## config.mk

```make
export PLATFORM = sky130hd
export DESIGN_NAME = acs_sequencer
export DESIGN_NICKNAME = d
export VERILOG_FILES = /design/src/acs_pkg.sv /design/src/acs_sequencer.sv
export VERILOG_INCLUDE_DIRS = /design/src
export SDC_FILE = /design/constraint.sdc
export NUM_CORES = 2
export LEC_CHECK = 0
export BUFFER_PORTS_ARGS = -buffer_cell sky130_fd_sc_hd__buf_2
export CAP_MARGIN = 10
export CORE_MARGIN = 8
export CORE_UTILIZATION = 25
export CTS_CLUSTER_SIZE = 25
export DETAILED_ROUTE_END_ITERATION = 10
export MAX_ROUTING_LAYER = met4
export SYNTH_ARGS = -nofsm -noshare
export SYNTH_HDL_FRONTEND = slang
export SYNTH_SLANG_ARGS = --single-unit
```

## constraint.sdc

```tcl
create_clock -name aclk -period 4.7 [get_ports aclk]
set_input_delay 0.94 -clock aclk [delete_from_list [all_inputs] [get_ports aclk]]
set_output_delay 0.94 -clock aclk [all_outputs]
set_load 0.01 [all_outputs]
```

## src/acs_defines.svh

```systemverilog
// register indices, field positions, reset values and timing figures of the channel sequencer
`ifndef ACS_DEFINES_SVH
`define ACS_DEFINES_SVH

// ==================================================
// register indices (byte address is four times the index)
`define ACS_IDX_CFG 6'h02
`define ACS_IDX_CHAN 6'h03
`define ACS_IDX_RANGE0 6'h04
`define ACS_IDX_RANGE3 6'h07
`define ACS_IDX_FRAME 6'h10
`define ACS_IDX_STATUS 6'h11
`define ACS_IDX_STACK0 6'h20
`define ACS_IDX_STACK31 6'h3F

// ==================================================
// field positions
`define ACS_CFG_BURST 6
`define ACS_CFG_SEQ 5
`define ACS_STK_LAST 8
`define ACS_SEL_B_MSB 7
`define ACS_SEL_B_LSB 4
`define ACS_SEL_A_MSB 3
`define ACS_SEL_A_LSB 0
`define ACS_FR_WRITE 15
`define ACS_FR_ADDR_MSB 14
`define ACS_FR_ADDR_LSB 9
`define ACS_FR_DATA_MSB 8
`define ACS_FR_DATA_LSB 0

// ==================================================
// reset values and sizes
`define ACS_CFG_RST 9'h000
`define ACS_CHAN_RST 9'h000
`define ACS_RANGE_RST 9'h0FF
`define ACS_STACK_RST 9'h000
`define ACS_HW_PAIRS 8
`define ACS_STACK_DEPTH 32
`define ACS_SYNC_WAIT 2'h2
`define ACS_RESP_OKAY 2'h0
`define ACS_RESP_SLVERR 2'h2

// ==================================================
// timing
`define ACS_CLK_NS 10
`define ACS_FIRST_EXTRA_NS 25

`endif

```

## src/acs_pkg.sv

```systemverilog
// types of the channel sequencer
package acs_pkg;

   // ==================================================
   // sequencer states
   typedef enum logic [0:0] {
      ACS_IDLE,
      ACS_CONV
   } acs_state_e;

   // ==================================================
   // complete state of the sequencer
   typedef struct packed {
      logic cv_s1;
      logic cv_s2;
      logic cv_prev;
      logic part_s1;
      logic part_s2;
      logic mode_s1;
      logic mode_s2;
      logic seq_s1;
      logic seq_s2;
      logic burst_s1;
      logic burst_s2;
      logic [2:0] cnt_s1;
      logic [2:0] cnt_s2;
      logic [1:0] strap_cnt;
      logic strap_done;
      logic hw_mode;
      logic hw_seq;
      logic hw_burst;
      logic [2:0] hw_last;
      logic [8:0] cfg;
      logic [8:0] chan;
      logic [3:0][8:0] range;
      logic [31:0][8:0] stack;
      acs_state_e st;
      logic [15:0] tmr;
      logic [4:0] ptr;
      logic busy;
      logic conv_stb;
      logic [3:0] a_sel;
      logic [3:0] b_sel;
      logic [4:0] step;
      logic [5:0] seq_len;
      logic awready;
      logic wready;
      logic bvalid;
      logic [1:0] bresp;
      logic arready;
      logic rvalid;
      logic [31:0] rdata;
      logic [1:0] rresp;
      logic [15:0] frame_rd;
   } acs_state_s;

endpackage

```

## src/acs_sequencer.sv

```systemverilog
// channel sequencer with axi4-lite register slave
//
// Chosen here: the placing of the registers and register access over AXI4-Lite.
`timescale 1ns/1ps
`include "acs_defines.svh"

// ==================================================
// Overview of operation
// - frame: bit 15 write flag, bits 14:9 address, bits 8:0 data
// - hardware mode starts at pair zero and ascends to the last pair
// - software mode runs 32 freely programmed A/B or diagnostic steps
// - burst converts the whole sequence per start; otherwise one step per start
// - hardware sequencer enable pin is caught at reset release, fixed until reset
// - channel-count pins at release set last pair; value n means pairs 0..n
// - pins held through the last busy pulse set the next sequence length
// - software depth 1..32, ended by the step with its last flag, then wraps
// - each step converts the A and B channels named in its select fields
// - software sequencer runs only while the config enable bit is one
// - after the final step, the next start begins again at step zero
// - partial reset returns the pointer to step zero, registers untouched
// - burst starts on the rising start edge; busy stays high until all done
// - burst results come out in step order; reads equal sequence length
// - burst lasts one conversion plus 25 ns plus gaps of acquisition less conversion
// - hardware burst needs burst and enable pins both high at reset release
// - in hardware burst the count pins during busy set the next sequence
// - software burst needs the config burst bit and enable bit both set
// - burst readout fits inside one chip-select assertion
// - the 32 stack steps sit at register indices 0x20 to 0x3F
module acs_sequencer #(
   parameter int T_CONV_NS = 400,
   parameter int T_ACQ_NS = 1000
) (
   input wire logic aclk,
   input wire logic aresetn,
   input wire logic convert_start_pin,
   input wire logic partial_reset_n,
   input wire logic hw_mode_pin,
   input wire logic sequencer_enable,
   input wire logic burst_pin,
   input wire logic [2:0] channel_count_pins,
   output logic busy,
   output logic conv_strobe,
   output logic [3:0] adc_a_channel_select,
   output logic [3:0] adc_b_channel_select,
   output logic [4:0] conv_step,
   output logic [5:0] seq_len,
   input wire logic [7:0] s_axi_awaddr,
   input wire logic s_axi_awvalid,
   output logic s_axi_awready,
   input wire logic [31:0] s_axi_wdata,
   input wire logic [3:0] s_axi_wstrb,
   input wire logic s_axi_wvalid,
   output logic s_axi_wready,
   output logic [1:0] s_axi_bresp,
   output logic s_axi_bvalid,
   input wire logic s_axi_bready,
   input wire logic [7:0] s_axi_araddr,
   input wire logic s_axi_arvalid,
   output logic s_axi_arready,
   output logic [31:0] s_axi_rdata,
   output logic [1:0] s_axi_rresp,
   output logic s_axi_rvalid,
   input wire logic s_axi_rready
);

   // ==================================================
   // timing counts, least times rounded up
   localparam int CONV_CYC = (T_CONV_NS + `ACS_CLK_NS - 1) / `ACS_CLK_NS;
   localparam int FIRST_CYC = (T_CONV_NS + `ACS_FIRST_EXTRA_NS + `ACS_CLK_NS - 1) / `ACS_CLK_NS;
   localparam int GAP_CYC = (T_ACQ_NS - T_CONV_NS + `ACS_CLK_NS - 1) / `ACS_CLK_NS;

   if (T_CONV_NS < 1 || T_ACQ_NS <= T_CONV_NS || FIRST_CYC > 65535 || GAP_CYC > 65535) begin : g_bad_timing
      $error("acs_sequencer: timing parameters out of range");
   end

   acs_pkg::acs_state_s s_r;
   acs_pkg::acs_state_s s_nxt;

   logic seq_on;
   logic burst_on;
   logic cur_last;
   logic cv_edge;
   logic start;
   logic done;
   logic [8:0] cur_sel;
   logic [8:0] nxt_sel;
   logic [5:0] sw_len;

   // ==================================================
   // helpers
   function automatic logic [8:0] reg_read(input acs_pkg::acs_state_s s, input logic [5:0] idx);
      logic [8:0] v;
      v = 9'h000;
      if (idx == `ACS_IDX_CFG) begin
         v = s.cfg;
      end else if (idx == `ACS_IDX_CHAN) begin
         v = s.chan;
      end else if (idx >= `ACS_IDX_RANGE0 && idx <= `ACS_IDX_RANGE3) begin
         v = s.range[2'(idx - `ACS_IDX_RANGE0)];
      end else if (idx >= `ACS_IDX_STACK0) begin
         v = s.stack[5'(idx - `ACS_IDX_STACK0)];
      end
      return v;
   endfunction

   function automatic logic is_data_reg(input logic [5:0] idx);
      return idx == `ACS_IDX_CFG || idx == `ACS_IDX_CHAN || (idx >= `ACS_IDX_RANGE0 && idx <= `ACS_IDX_RANGE3)
         || idx >= `ACS_IDX_STACK0;
   endfunction

   function automatic logic is_mapped(input logic [5:0] idx);
      return is_data_reg(idx) || idx == `ACS_IDX_FRAME || idx == `ACS_IDX_STATUS;
   endfunction

   // channel pair of a step: {last flag, b select, a select}
   function automatic logic [8:0] step_sel(input acs_pkg::acs_state_s s, input logic [4:0] p, input logic son);
      logic [8:0] v;
      v = 9'h000;
      if (!son) begin
         v = s.hw_mode ? 9'h100 : {1'b1, s.chan[`ACS_SEL_B_MSB:`ACS_SEL_A_LSB]};
      end else if (s.hw_mode) begin
         v = {p[2:0] == s.hw_last, 1'b0, p[2:0], 1'b0, p[2:0]};
      end else begin
         v = s.stack[p];
      end
      return v;
   endfunction

   // ==================================================
   // derived conditions
   always_comb begin
      seq_on = s_r.hw_mode ? s_r.hw_seq : s_r.cfg[`ACS_CFG_SEQ];
      burst_on = seq_on && (s_r.hw_mode ? s_r.hw_burst : s_r.cfg[`ACS_CFG_BURST]);
      cur_sel = step_sel(s_r, s_r.ptr, seq_on);
      nxt_sel = step_sel(s_r, 5'(s_r.ptr + 5'h01), seq_on);
      // a stack with no last flag still ends at the top step, so a burst cannot run forever
      cur_last = cur_sel[`ACS_STK_LAST] || s_r.ptr == 5'(`ACS_STACK_DEPTH - 1);
      cv_edge = s_r.cv_s2 && !s_r.cv_prev;
      start = s_r.st == acs_pkg::ACS_IDLE && s_r.strap_done && s_r.part_s2 && cv_edge;
      done = s_r.st == acs_pkg::ACS_CONV && s_r.tmr == 16'h0000 && s_r.part_s2;
      sw_len = 6'(`ACS_STACK_DEPTH);
      for (int i = `ACS_STACK_DEPTH - 1; i >= 0; i--) begin
         if (s_r.stack[i][`ACS_STK_LAST]) begin
            sw_len = 6'(i + 1);
         end
      end
   end

   // ==================================================
   // next state
   always_comb begin
      logic [5:0] widx;
      logic [5:0] ridx;
      logic [8:0] wval;
      logic [8:0] old;
      logic [15:0] fr;
      logic [5:0] fidx;
      widx = s_axi_awaddr[7:2];
      ridx = s_axi_araddr[7:2];
      old = reg_read(s_r, widx);
      wval = {s_axi_wstrb[1] ? s_axi_wdata[8] : old[8], s_axi_wstrb[0] ? s_axi_wdata[7:0] : old[7:0]};
      fr = s_axi_wdata[15:0];
      fidx = fr[`ACS_FR_ADDR_MSB:`ACS_FR_ADDR_LSB];
      s_nxt = s_r;

      // synchronisers
      s_nxt.cv_s1 = convert_start_pin;
      s_nxt.cv_s2 = s_r.cv_s1;
      s_nxt.cv_prev = s_r.cv_s2;
      s_nxt.part_s1 = partial_reset_n;
      s_nxt.part_s2 = s_r.part_s1;
      s_nxt.mode_s1 = hw_mode_pin;
      s_nxt.mode_s2 = s_r.mode_s1;
      s_nxt.seq_s1 = sequencer_enable;
      s_nxt.seq_s2 = s_r.seq_s1;
      s_nxt.burst_s1 = burst_pin;
      s_nxt.burst_s2 = s_r.burst_s1;
      s_nxt.cnt_s1 = channel_count_pins;
      s_nxt.cnt_s2 = s_r.cnt_s1;

      // straps caught once the synchronisers hold post-release values
      if (!s_r.strap_done) begin
         if (s_r.strap_cnt == `ACS_SYNC_WAIT) begin
            s_nxt.strap_done = 1'b1;
            s_nxt.hw_mode = s_r.mode_s2;
            s_nxt.hw_seq = s_r.seq_s2;
            s_nxt.hw_burst = s_r.seq_s2 && s_r.burst_s2;
            s_nxt.hw_last = s_r.cnt_s2;
         end else begin
            s_nxt.strap_cnt = 2'(s_r.strap_cnt + 2'h1);
         end
      end

      // sequencer
      s_nxt.conv_stb = 1'b0;
      s_nxt.seq_len = seq_on ? (s_r.hw_mode ? 6'({3'h0, s_r.hw_last} + 6'h01) : sw_len) : 6'h01;
      case (s_r.st)
         acs_pkg::ACS_IDLE: begin
            if (start) begin
               s_nxt.st = acs_pkg::ACS_CONV;
               s_nxt.busy = 1'b1;
               s_nxt.tmr = burst_on ? 16'(FIRST_CYC - 1) : 16'(CONV_CYC - 1);
               s_nxt.a_sel = cur_sel[`ACS_SEL_A_MSB:`ACS_SEL_A_LSB];
               s_nxt.b_sel = cur_sel[`ACS_SEL_B_MSB:`ACS_SEL_B_LSB];
               s_nxt.step = s_r.ptr;
            end
         end
         acs_pkg::ACS_CONV: begin
            if (done) begin
               s_nxt.conv_stb = 1'b1;
               if (cur_last) begin
                  s_nxt.ptr = 5'h00;
                  if (s_r.hw_mode) begin
                     s_nxt.hw_last = s_r.cnt_s2;
                  end
               end else begin
                  s_nxt.ptr = 5'(s_r.ptr + 5'h01);
               end
               if (burst_on && !cur_last) begin
                  s_nxt.tmr = 16'(GAP_CYC - 1);
                  s_nxt.a_sel = nxt_sel[`ACS_SEL_A_MSB:`ACS_SEL_A_LSB];
                  s_nxt.b_sel = nxt_sel[`ACS_SEL_B_MSB:`ACS_SEL_B_LSB];
                  s_nxt.step = 5'(s_r.ptr + 5'h01);
               end else begin
                  s_nxt.st = acs_pkg::ACS_IDLE;
                  s_nxt.busy = 1'b0;
               end
            end else begin
               s_nxt.tmr = 16'(s_r.tmr - 16'h0001);
            end
         end
         default: begin
            s_nxt.st = acs_pkg::ACS_IDLE;
            s_nxt.busy = 1'b0;
         end
      endcase

      // partial reset keeps every register, only the sequence restarts
      if (!s_r.part_s2) begin
         s_nxt.ptr = 5'h00;
         s_nxt.st = acs_pkg::ACS_IDLE;
         s_nxt.busy = 1'b0;
         s_nxt.tmr = 16'h0000;
      end

      // axi write: address and data taken together
      s_nxt.awready = 1'b0;
      s_nxt.wready = 1'b0;
      if (s_axi_awvalid && s_axi_wvalid && !s_r.awready && !s_r.bvalid) begin
         s_nxt.awready = 1'b1;
         s_nxt.wready = 1'b1;
      end
      if (s_r.awready) begin
         s_nxt.bvalid = 1'b1;
         s_nxt.bresp = is_mapped(widx) ? `ACS_RESP_OKAY : `ACS_RESP_SLVERR;
         if (widx == `ACS_IDX_FRAME) begin
            if (fr[`ACS_FR_WRITE]) begin
               old = reg_read(s_r, fidx);
               wval = fr[`ACS_FR_DATA_MSB:`ACS_FR_DATA_LSB];
               widx = fidx;
            end else begin
               s_nxt.frame_rd = {1'b0, fidx, reg_read(s_r, fidx)};
               widx = `ACS_IDX_STATUS;
            end
         end
         if (widx == `ACS_IDX_CFG) begin
            s_nxt.cfg = wval;
         end else if (widx == `ACS_IDX_CHAN) begin
            s_nxt.chan = wval;
         end else if (widx >= `ACS_IDX_RANGE0 && widx <= `ACS_IDX_RANGE3) begin
            s_nxt.range[2'(widx - `ACS_IDX_RANGE0)] = wval;
         end else if (widx >= `ACS_IDX_STACK0) begin
            s_nxt.stack[5'(widx - `ACS_IDX_STACK0)] = wval;
         end
      end else if (s_r.bvalid && s_axi_bready) begin
         s_nxt.bvalid = 1'b0;
      end

      // axi read
      s_nxt.arready = 1'b0;
      if (s_axi_arvalid && !s_r.arready && !s_r.rvalid) begin
         s_nxt.arready = 1'b1;
      end
      if (s_r.arready) begin
         s_nxt.rvalid = 1'b1;
         s_nxt.rresp = is_mapped(ridx) ? `ACS_RESP_OKAY : `ACS_RESP_SLVERR;
         if (ridx == `ACS_IDX_STATUS) begin
            s_nxt.rdata = {19'h00000, s_r.strap_done, s_r.hw_burst, s_r.hw_seq, s_r.hw_mode, s_r.hw_last,
               s_r.ptr, s_r.busy};
         end else if (ridx == `ACS_IDX_FRAME) begin
            s_nxt.rdata = {16'h0000, s_r.frame_rd};
         end else begin
            s_nxt.rdata = {23'h000000, reg_read(s_r, ridx)};
         end
      end else if (s_r.rvalid && s_axi_rready) begin
         s_nxt.rvalid = 1'b0;
      end

      // full reset: only constants
      if (!aresetn) begin
         s_nxt = '0;
         s_nxt.st = acs_pkg::ACS_IDLE;
         s_nxt.cfg = `ACS_CFG_RST;
         s_nxt.chan = `ACS_CHAN_RST;
         for (int i = 0; i < 4; i++) begin
            s_nxt.range[i] = `ACS_RANGE_RST;
         end
         for (int i = 0; i < `ACS_STACK_DEPTH; i++) begin
            s_nxt.stack[i] = (i < `ACS_HW_PAIRS) ? {1'b0, 4'(i), 4'(i)} : `ACS_STACK_RST;
         end
      end
   end

   always_ff @(posedge aclk) begin
      s_r <= s_nxt;
   end

   // ==================================================
   // outputs
   assign busy = s_r.busy;
   assign conv_strobe = s_r.conv_stb;
   assign adc_a_channel_select = s_r.a_sel;
   assign adc_b_channel_select = s_r.b_sel;
   assign conv_step = s_r.step;
   assign seq_len = s_r.seq_len;
   assign s_axi_awready = s_r.awready;
   assign s_axi_wready = s_r.wready;
   assign s_axi_bvalid = s_r.bvalid;
   assign s_axi_bresp = s_r.bresp;
   assign s_axi_arready = s_r.arready;
   assign s_axi_rvalid = s_r.rvalid;
   assign s_axi_rdata = s_r.rdata;
   assign s_axi_rresp = s_r.rresp;

   // ==================================================
   // assertions
   localparam int FIRST_M1 = FIRST_CYC - 1;
endmodule

```

Word level (Yosys, flattened, before mapping) --
Cells that the tools add are included.
Word-level totals: register bits after elaboration 467, input bits 67, output and inout port bits 62, word-level logic and storage cells 308
Cells by class: add/subtract/negate cells 12, magnitude comparators 24, eq/ne operators 20, muxes and demuxes 113, bitwise gates (word level) 7, reductions and logical operators 56
Operators with widths (count):
- $bwmux W288 | 1
- $mux W9 | 26
- $bmux W9 S5 | 5
- $mux W6 | 35
- $bmux W9 S2 | 3
- $eq A6 B2 Y1 const B | 8
- $demux W9 S5 | 1
- $mux W15 | 3
- $mux W8 | 5
- $bwmux W36 | 1
- $lt A5 B6 Y1 const B | 6
- $pmux W17 S2 | 1
- $mux W16 | 2
- $mux W13 | 2
- $pmux W13 S2 | 1
- $eq A6 B5 Y1 const B | 4
- $ge A6 B3 Y1 const B | 4
- $ge A6 B6 Y1 const B | 4
- $le A6 B3 Y1 const B | 4
- $logic_and A1 B1 Y1 | 22
- $sub A5 B1 Y5 const B | 4
- $demux W9 S2 | 1
- $mux W17 | 1
- $logic_not A16 Y1 | 1
- 29 further kinds | 87

Longest topological paths before layout --
depth in word-level cells 33, mapped depth 15, depth with buffers taken out 10

Least setup slack after synthesis --
No wires, ideal clock.
kind input to register, from input s_axi_awaddr[2], to register s_r[228] in the netlist's numbering, library setup time 117 ps, arrival 3453 ps, required time 4583 ps, path slack 1130 ps, stages on the path 14, buffers on the path 6, cell sequence buf_6 buf_6 buf_6 buf_6 buf_6 mux4_2 mux4_2 nand2_1 nand2_1 a21oi_2 nor2_2 buf_2 nand3_1 a21boi_1
Between the ends: cells in the longest elaborated chain, start to end 12, elaborated cells between the ends (all ways) 40, those cells by class add/sub: 3; order compare: 8; eq/ne: 5; mux: 17; bitwise: 3; reduce/logical: 4
Ends and longest elaborated chain:
- start: declaration | RTL line acs_sequencer.sv:47 | input wire logic [7:0] s_axi_awaddr,
- $sub A5 B1 Y5 (no line)
- $bmux W9 S5 | RTL line acs_sequencer.sv:101 | v = s.stack[5'(idx - `ACS_IDX_STACK0)];
- $mux W9 | RTL line acs_sequencer.sv:101
- $mux W9 | RTL line acs_sequencer.sv:100 | end else if (idx >= `ACS_IDX_STACK0) begin
- $mux W9 | RTL line acs_sequencer.sv:98 | end else if (idx >= `ACS_IDX_RANGE0 && idx <= `ACS_IDX_RANGE3) begin
- $mux W9 | RTL line acs_sequencer.sv:96 | end else if (idx == `ACS_IDX_CHAN) begin
- $mux W9 | RTL line acs_sequencer.sv:94 | if (idx == `ACS_IDX_CFG) begin
- $mux W8 | RTL line acs_sequencer.sv:161 | wval = {s_axi_wstrb[1] ? s_axi_wdata[8] : old[8], s_axi_wstrb[0] ? s_axi_wdata[7:0] : old[7:0]};
- $mux W9 | RTL line acs_sequencer.sv:257 | if (fr[`ACS_FR_WRITE]) begin
- $mux W9 | RTL line acs_sequencer.sv:256 | if (widx == `ACS_IDX_FRAME) begin
- $mux W9 | RTL line acs_sequencer.sv:253 | if (s_r.awready) begin
- $bwmux W288 | RTL line acs_sequencer.sv:273 | s_nxt.stack[5'(widx - `ACS_IDX_STACK0)] = wval;
- end signal: assignment | RTL line acs_sequencer.sv:315 | s_r <= s_nxt;
- end: declaration | RTL line acs_sequencer.sv:76 | acs_pkg::acs_state_s s_r;
Parallel ways exist; a longest one is shown, timed or not. The select of a mux whose other input is x is not followed. A chain may end at the register's enable or synchronous reset.

Worst setup path in the final report --
from register s_r[78] in the netlist's numbering, to register s_r (netlist bit adc_b_channel_select[1])
Between the ends: cells in the longest elaborated chain, start to end 9, elaborated cells between the ends (all ways) 20, those cells by class add/sub: 1; eq/ne: 3; mux: 12; reduce/logical: 4
Ends and longest elaborated chain:
- branches (longest 9 deep; another with $add A5 B1 Y5)
Parallel ways; which one is timed is not known. The select of a mux whose other input is x is not followed.

==> metrics.cfg <==
[worst_setup_path]
crit_arrival_ns=4.62
timing_worst_setup_path_type=reg2reg
worstPathMaxFanout=31
worstReg2RegStart=s_r[78]$_SDFFE_PN0P_
rr_endpoint=adc_b_channel_select[1]$_SDFFE_PN0P_
path_cells=ha_2, buf_4, mux4_2, nand2_1, a32oi_1, and3_1, a2111oi_0, buf_4, a21oi_1
reg2regPathDepth=9
path_common_cell=buf_4
crit_end=adc_b_channel_select[1]$_SDFFE_PN0P_
crit_slowest_cell=ha_2
cp-end-kind=flop
start_kind=flop
max_stage_delay_ns=1.03
setup.worst_path.start=s_r[78]$_SDFFE_PN0P_
critPathRequiredTime_ns=5.19
reg2reg_setup_slack_ns=0.57

[timing]
max_slew_margin=0.269
fmax_mhz=242
min_period_ns=4.13
hold_viol_final=0
maxSlewViolCount=0
setup_tns_ns=0
rsz0062_at_grt=no
hold_ws_ns=0.432
fin_crit_sh=0.879
setup_viol=0
clock_skew_ns=0.0156
worst_pin_slew_ns=1.10
setup_ws_ns=0.567

[placed_design]
gp_congestion=0.946
dp_slack_ns=0.619
dp_cells=4658
dp_hpwl_mm=81.1
dpl_cell_area_sq_um=33400
portBuffers=87

[cts]
cts_tree=built
path_clk_slew_ns=0.06
hold_buffers=0
postCtsSetupRepairBufs=0
cts_htree_levels=2
clk_latency_ns=0.62
cts_buffers=51
clock_sinks=447
max-clock-path-buffers=3
cts_resized=0
cts_root_buffer=clkbuf_16

[final_layout]
fin_area_sq_um=35200
layout-drive-gt1-share=0.260
multi_input_area_sq_um=20400
final_cells=4754
final_util=0.285
regArea_sq_um=8960
syn2layout_area_growth_pct=13.5
nFillCells=12800
final_nets=3146

[power]
p_clk_frac=0.483
p_switching_mw=2.30
combPwrFrac=0.091
vdd_drop_max_mv=0.306
seqPwrFrac=0.426
power_density_nw_per_um2=256
report.power.total_mw=9.02
power.internal_mw=6.72
leakage_nw=11.9
power_switching_share=0.255

[flow_run]
drv_cap=0

[route]
vias_per_cell=5.63
met1_length_mm=45.7
met2_length_mm=51.4
drtPass1Iterations=8
avgRoutedWirePerCell_um=24.5
top_layer=met4
vias=26700
ant_nets=0
wl_met3_mm=12.4
drt-total-wl_mm=116
drt_iter0_markers=3460
route.detailed.drc=0

[floorplanning]
io_pins=129
die_w_um=368
die_area_sq_um=136000
core_area_sq_um=123000
rows=129
die_h_um=368
start_util=0.251

[global_routing]
antenna_found_initial=4
grt_pass1_vias=24800
grt_overflow=0
grt_first_pass_wirelength_mm=171
grt_max_degree=180
grt_usage=0.168

[logic_synthesis]
synth_top_area_share=0.305
ys_warn_count=0
postSynth.asyncResetShare=0
ys_top_cells_by_count=517 x nand2_1, 447 x dfxtp_1, 420 x mux4_2
synth_area_leaders=mux4_2 30%, dfxtp_1 29%, nand2_1 6.3%, mux2i_1 4.2%, o21ai_0 3.4%
yosysSeqAreaShare=0.288
syn_area_per_cell_sq_um=9.98
synth_seq_cells=447
synth_flop_cell=dfxtp_1
synthDistinctLibCells=70
synth_edf_count=0
netlist_area_sq_um=31000
synthMostInstantiatedCell=nand2_1
syn_inst=3110
synth_top_area_cell=mux4_2

[status]
outcome=finished clean

[min_path]
hold_class=reg2reg

## cells by family after synthesis
logic type      after synthesis  share of synthesized area
compound gates              600                      0.126
flops                       447                      0.288
other cells                   1                   0.000121
buf+inv                     395                     0.0600
simple gates               1087                      0.169
mux                         565                      0.352
fa+ha+maj                     5                    0.00201
xor+xnor                     10                    0.00282
## critical path: cells and delay by family, from the launching register on
| family | cells | cell delay [ns] |
|---|---|---|
| and+or+nand+nor | 2 | 0.34 |
| DFF | 1 | 0.71 |
| AOI/OAI and AO/OA | 3 | 1.01 |
| buffers and inverters | 2 | 0.58 |
| adders and majority gates | 1 | 1.03 |
| muxes | 1 | 0.32 |
## cell type report
cell class              count  area share
inverters                  31     0.00330
well taps                1637      0.0581
multi-input cells        2286       0.579
repair buffers            257      0.0546
flip-flops and latches    447       0.254
diodes                      3    0.000213
clock buffers              74      0.0430
clock inverters            19     0.00795
## flip-flops by register name (all words and copies together) (netlist names), 4 cells and up
signal / flops
adc_a_channel_select: 4
s_r: 405
seq_len: 6
conv_step: 5
adc_b_channel_select: 4
s_axi_rdata: 15
## cells in the final DEF (no fill, tap or decap), types with 11 or more instances in the layout
master / instances
clkbuf_16: 52
conb_1: 19
a21boi_0: 85
a21boi_1: 28
buf_2: 80
o21ai_0: 204
o211ai_1: 62
o311ai_0: 15
a32oi_1: 13
buf_12: 14
nor3_1: 30
inv_1: 28
and3_1: 11
nor2b_1: 80
a22oi_1: 22
and2_1: 166
nor2_1: 77
mux2i_1: 129
mux2_2: 16
clkbuf_8: 13
a21oi_1: 56
mux4_2: 420
nand4_1: 35
buf_4: 159
nand2_1: 517
nand3_1: 79
nand2b_1: 34
a31oi_1: 33
dfxtp_1: 444
## layer usage
layer	track usage	up-vias
met5	-	-
met4	0.0856	0
met3	0.0342	369
met2	0.248	1638
met1	0.217	13200
li1	-	11500
## worst min path at each step
| stage | endpoint | startpoint | cells past startpoint |
|---|---|---|---|
| after global routing | s_r[457]$_SDFF_PN0_ | s_r[458]$_SDFF_PN0_ | 1 |
| after floorplan | s_r[451]$_SDFF_PN0_ | s_r[454]$_SDFF_PN0_ | 1 |
| after CTS | s_r[457]$_SDFF_PN0_ | s_r[458]$_SDFF_PN0_ | 1 |
| after global placement | s_axi_arready$_SDFF_PN0_ | s_axi_rvalid$_SDFFE_PN0P_ | 1 |
| final | s_r[453]$_SDFF_PN0_ | s_r[456]$_SDFF_PN0_ | 1 |
| after detailed placement | s_r[459]$_SDFF_PN0_ | s_r[460]$_SDFF_PN0_ | 1 |
## power groups by stage
| stage | registers, mW | logic, mW | clock network (mW) |
|---|---|---|---|
| floorplan | 3.92 | 0.548 | 0 |
| global placement | 3.93 | 0.804 | 0 |
| detailed placement | 3.93 | 0.809 | 0 |
| CTS | 3.84 | 0.811 | 4.41 |
| global route | 3.84 | 0.865 | 4.54 |
| finish | 3.84 | 0.821 | 4.36 |
(Power assumes the default switching activity.)
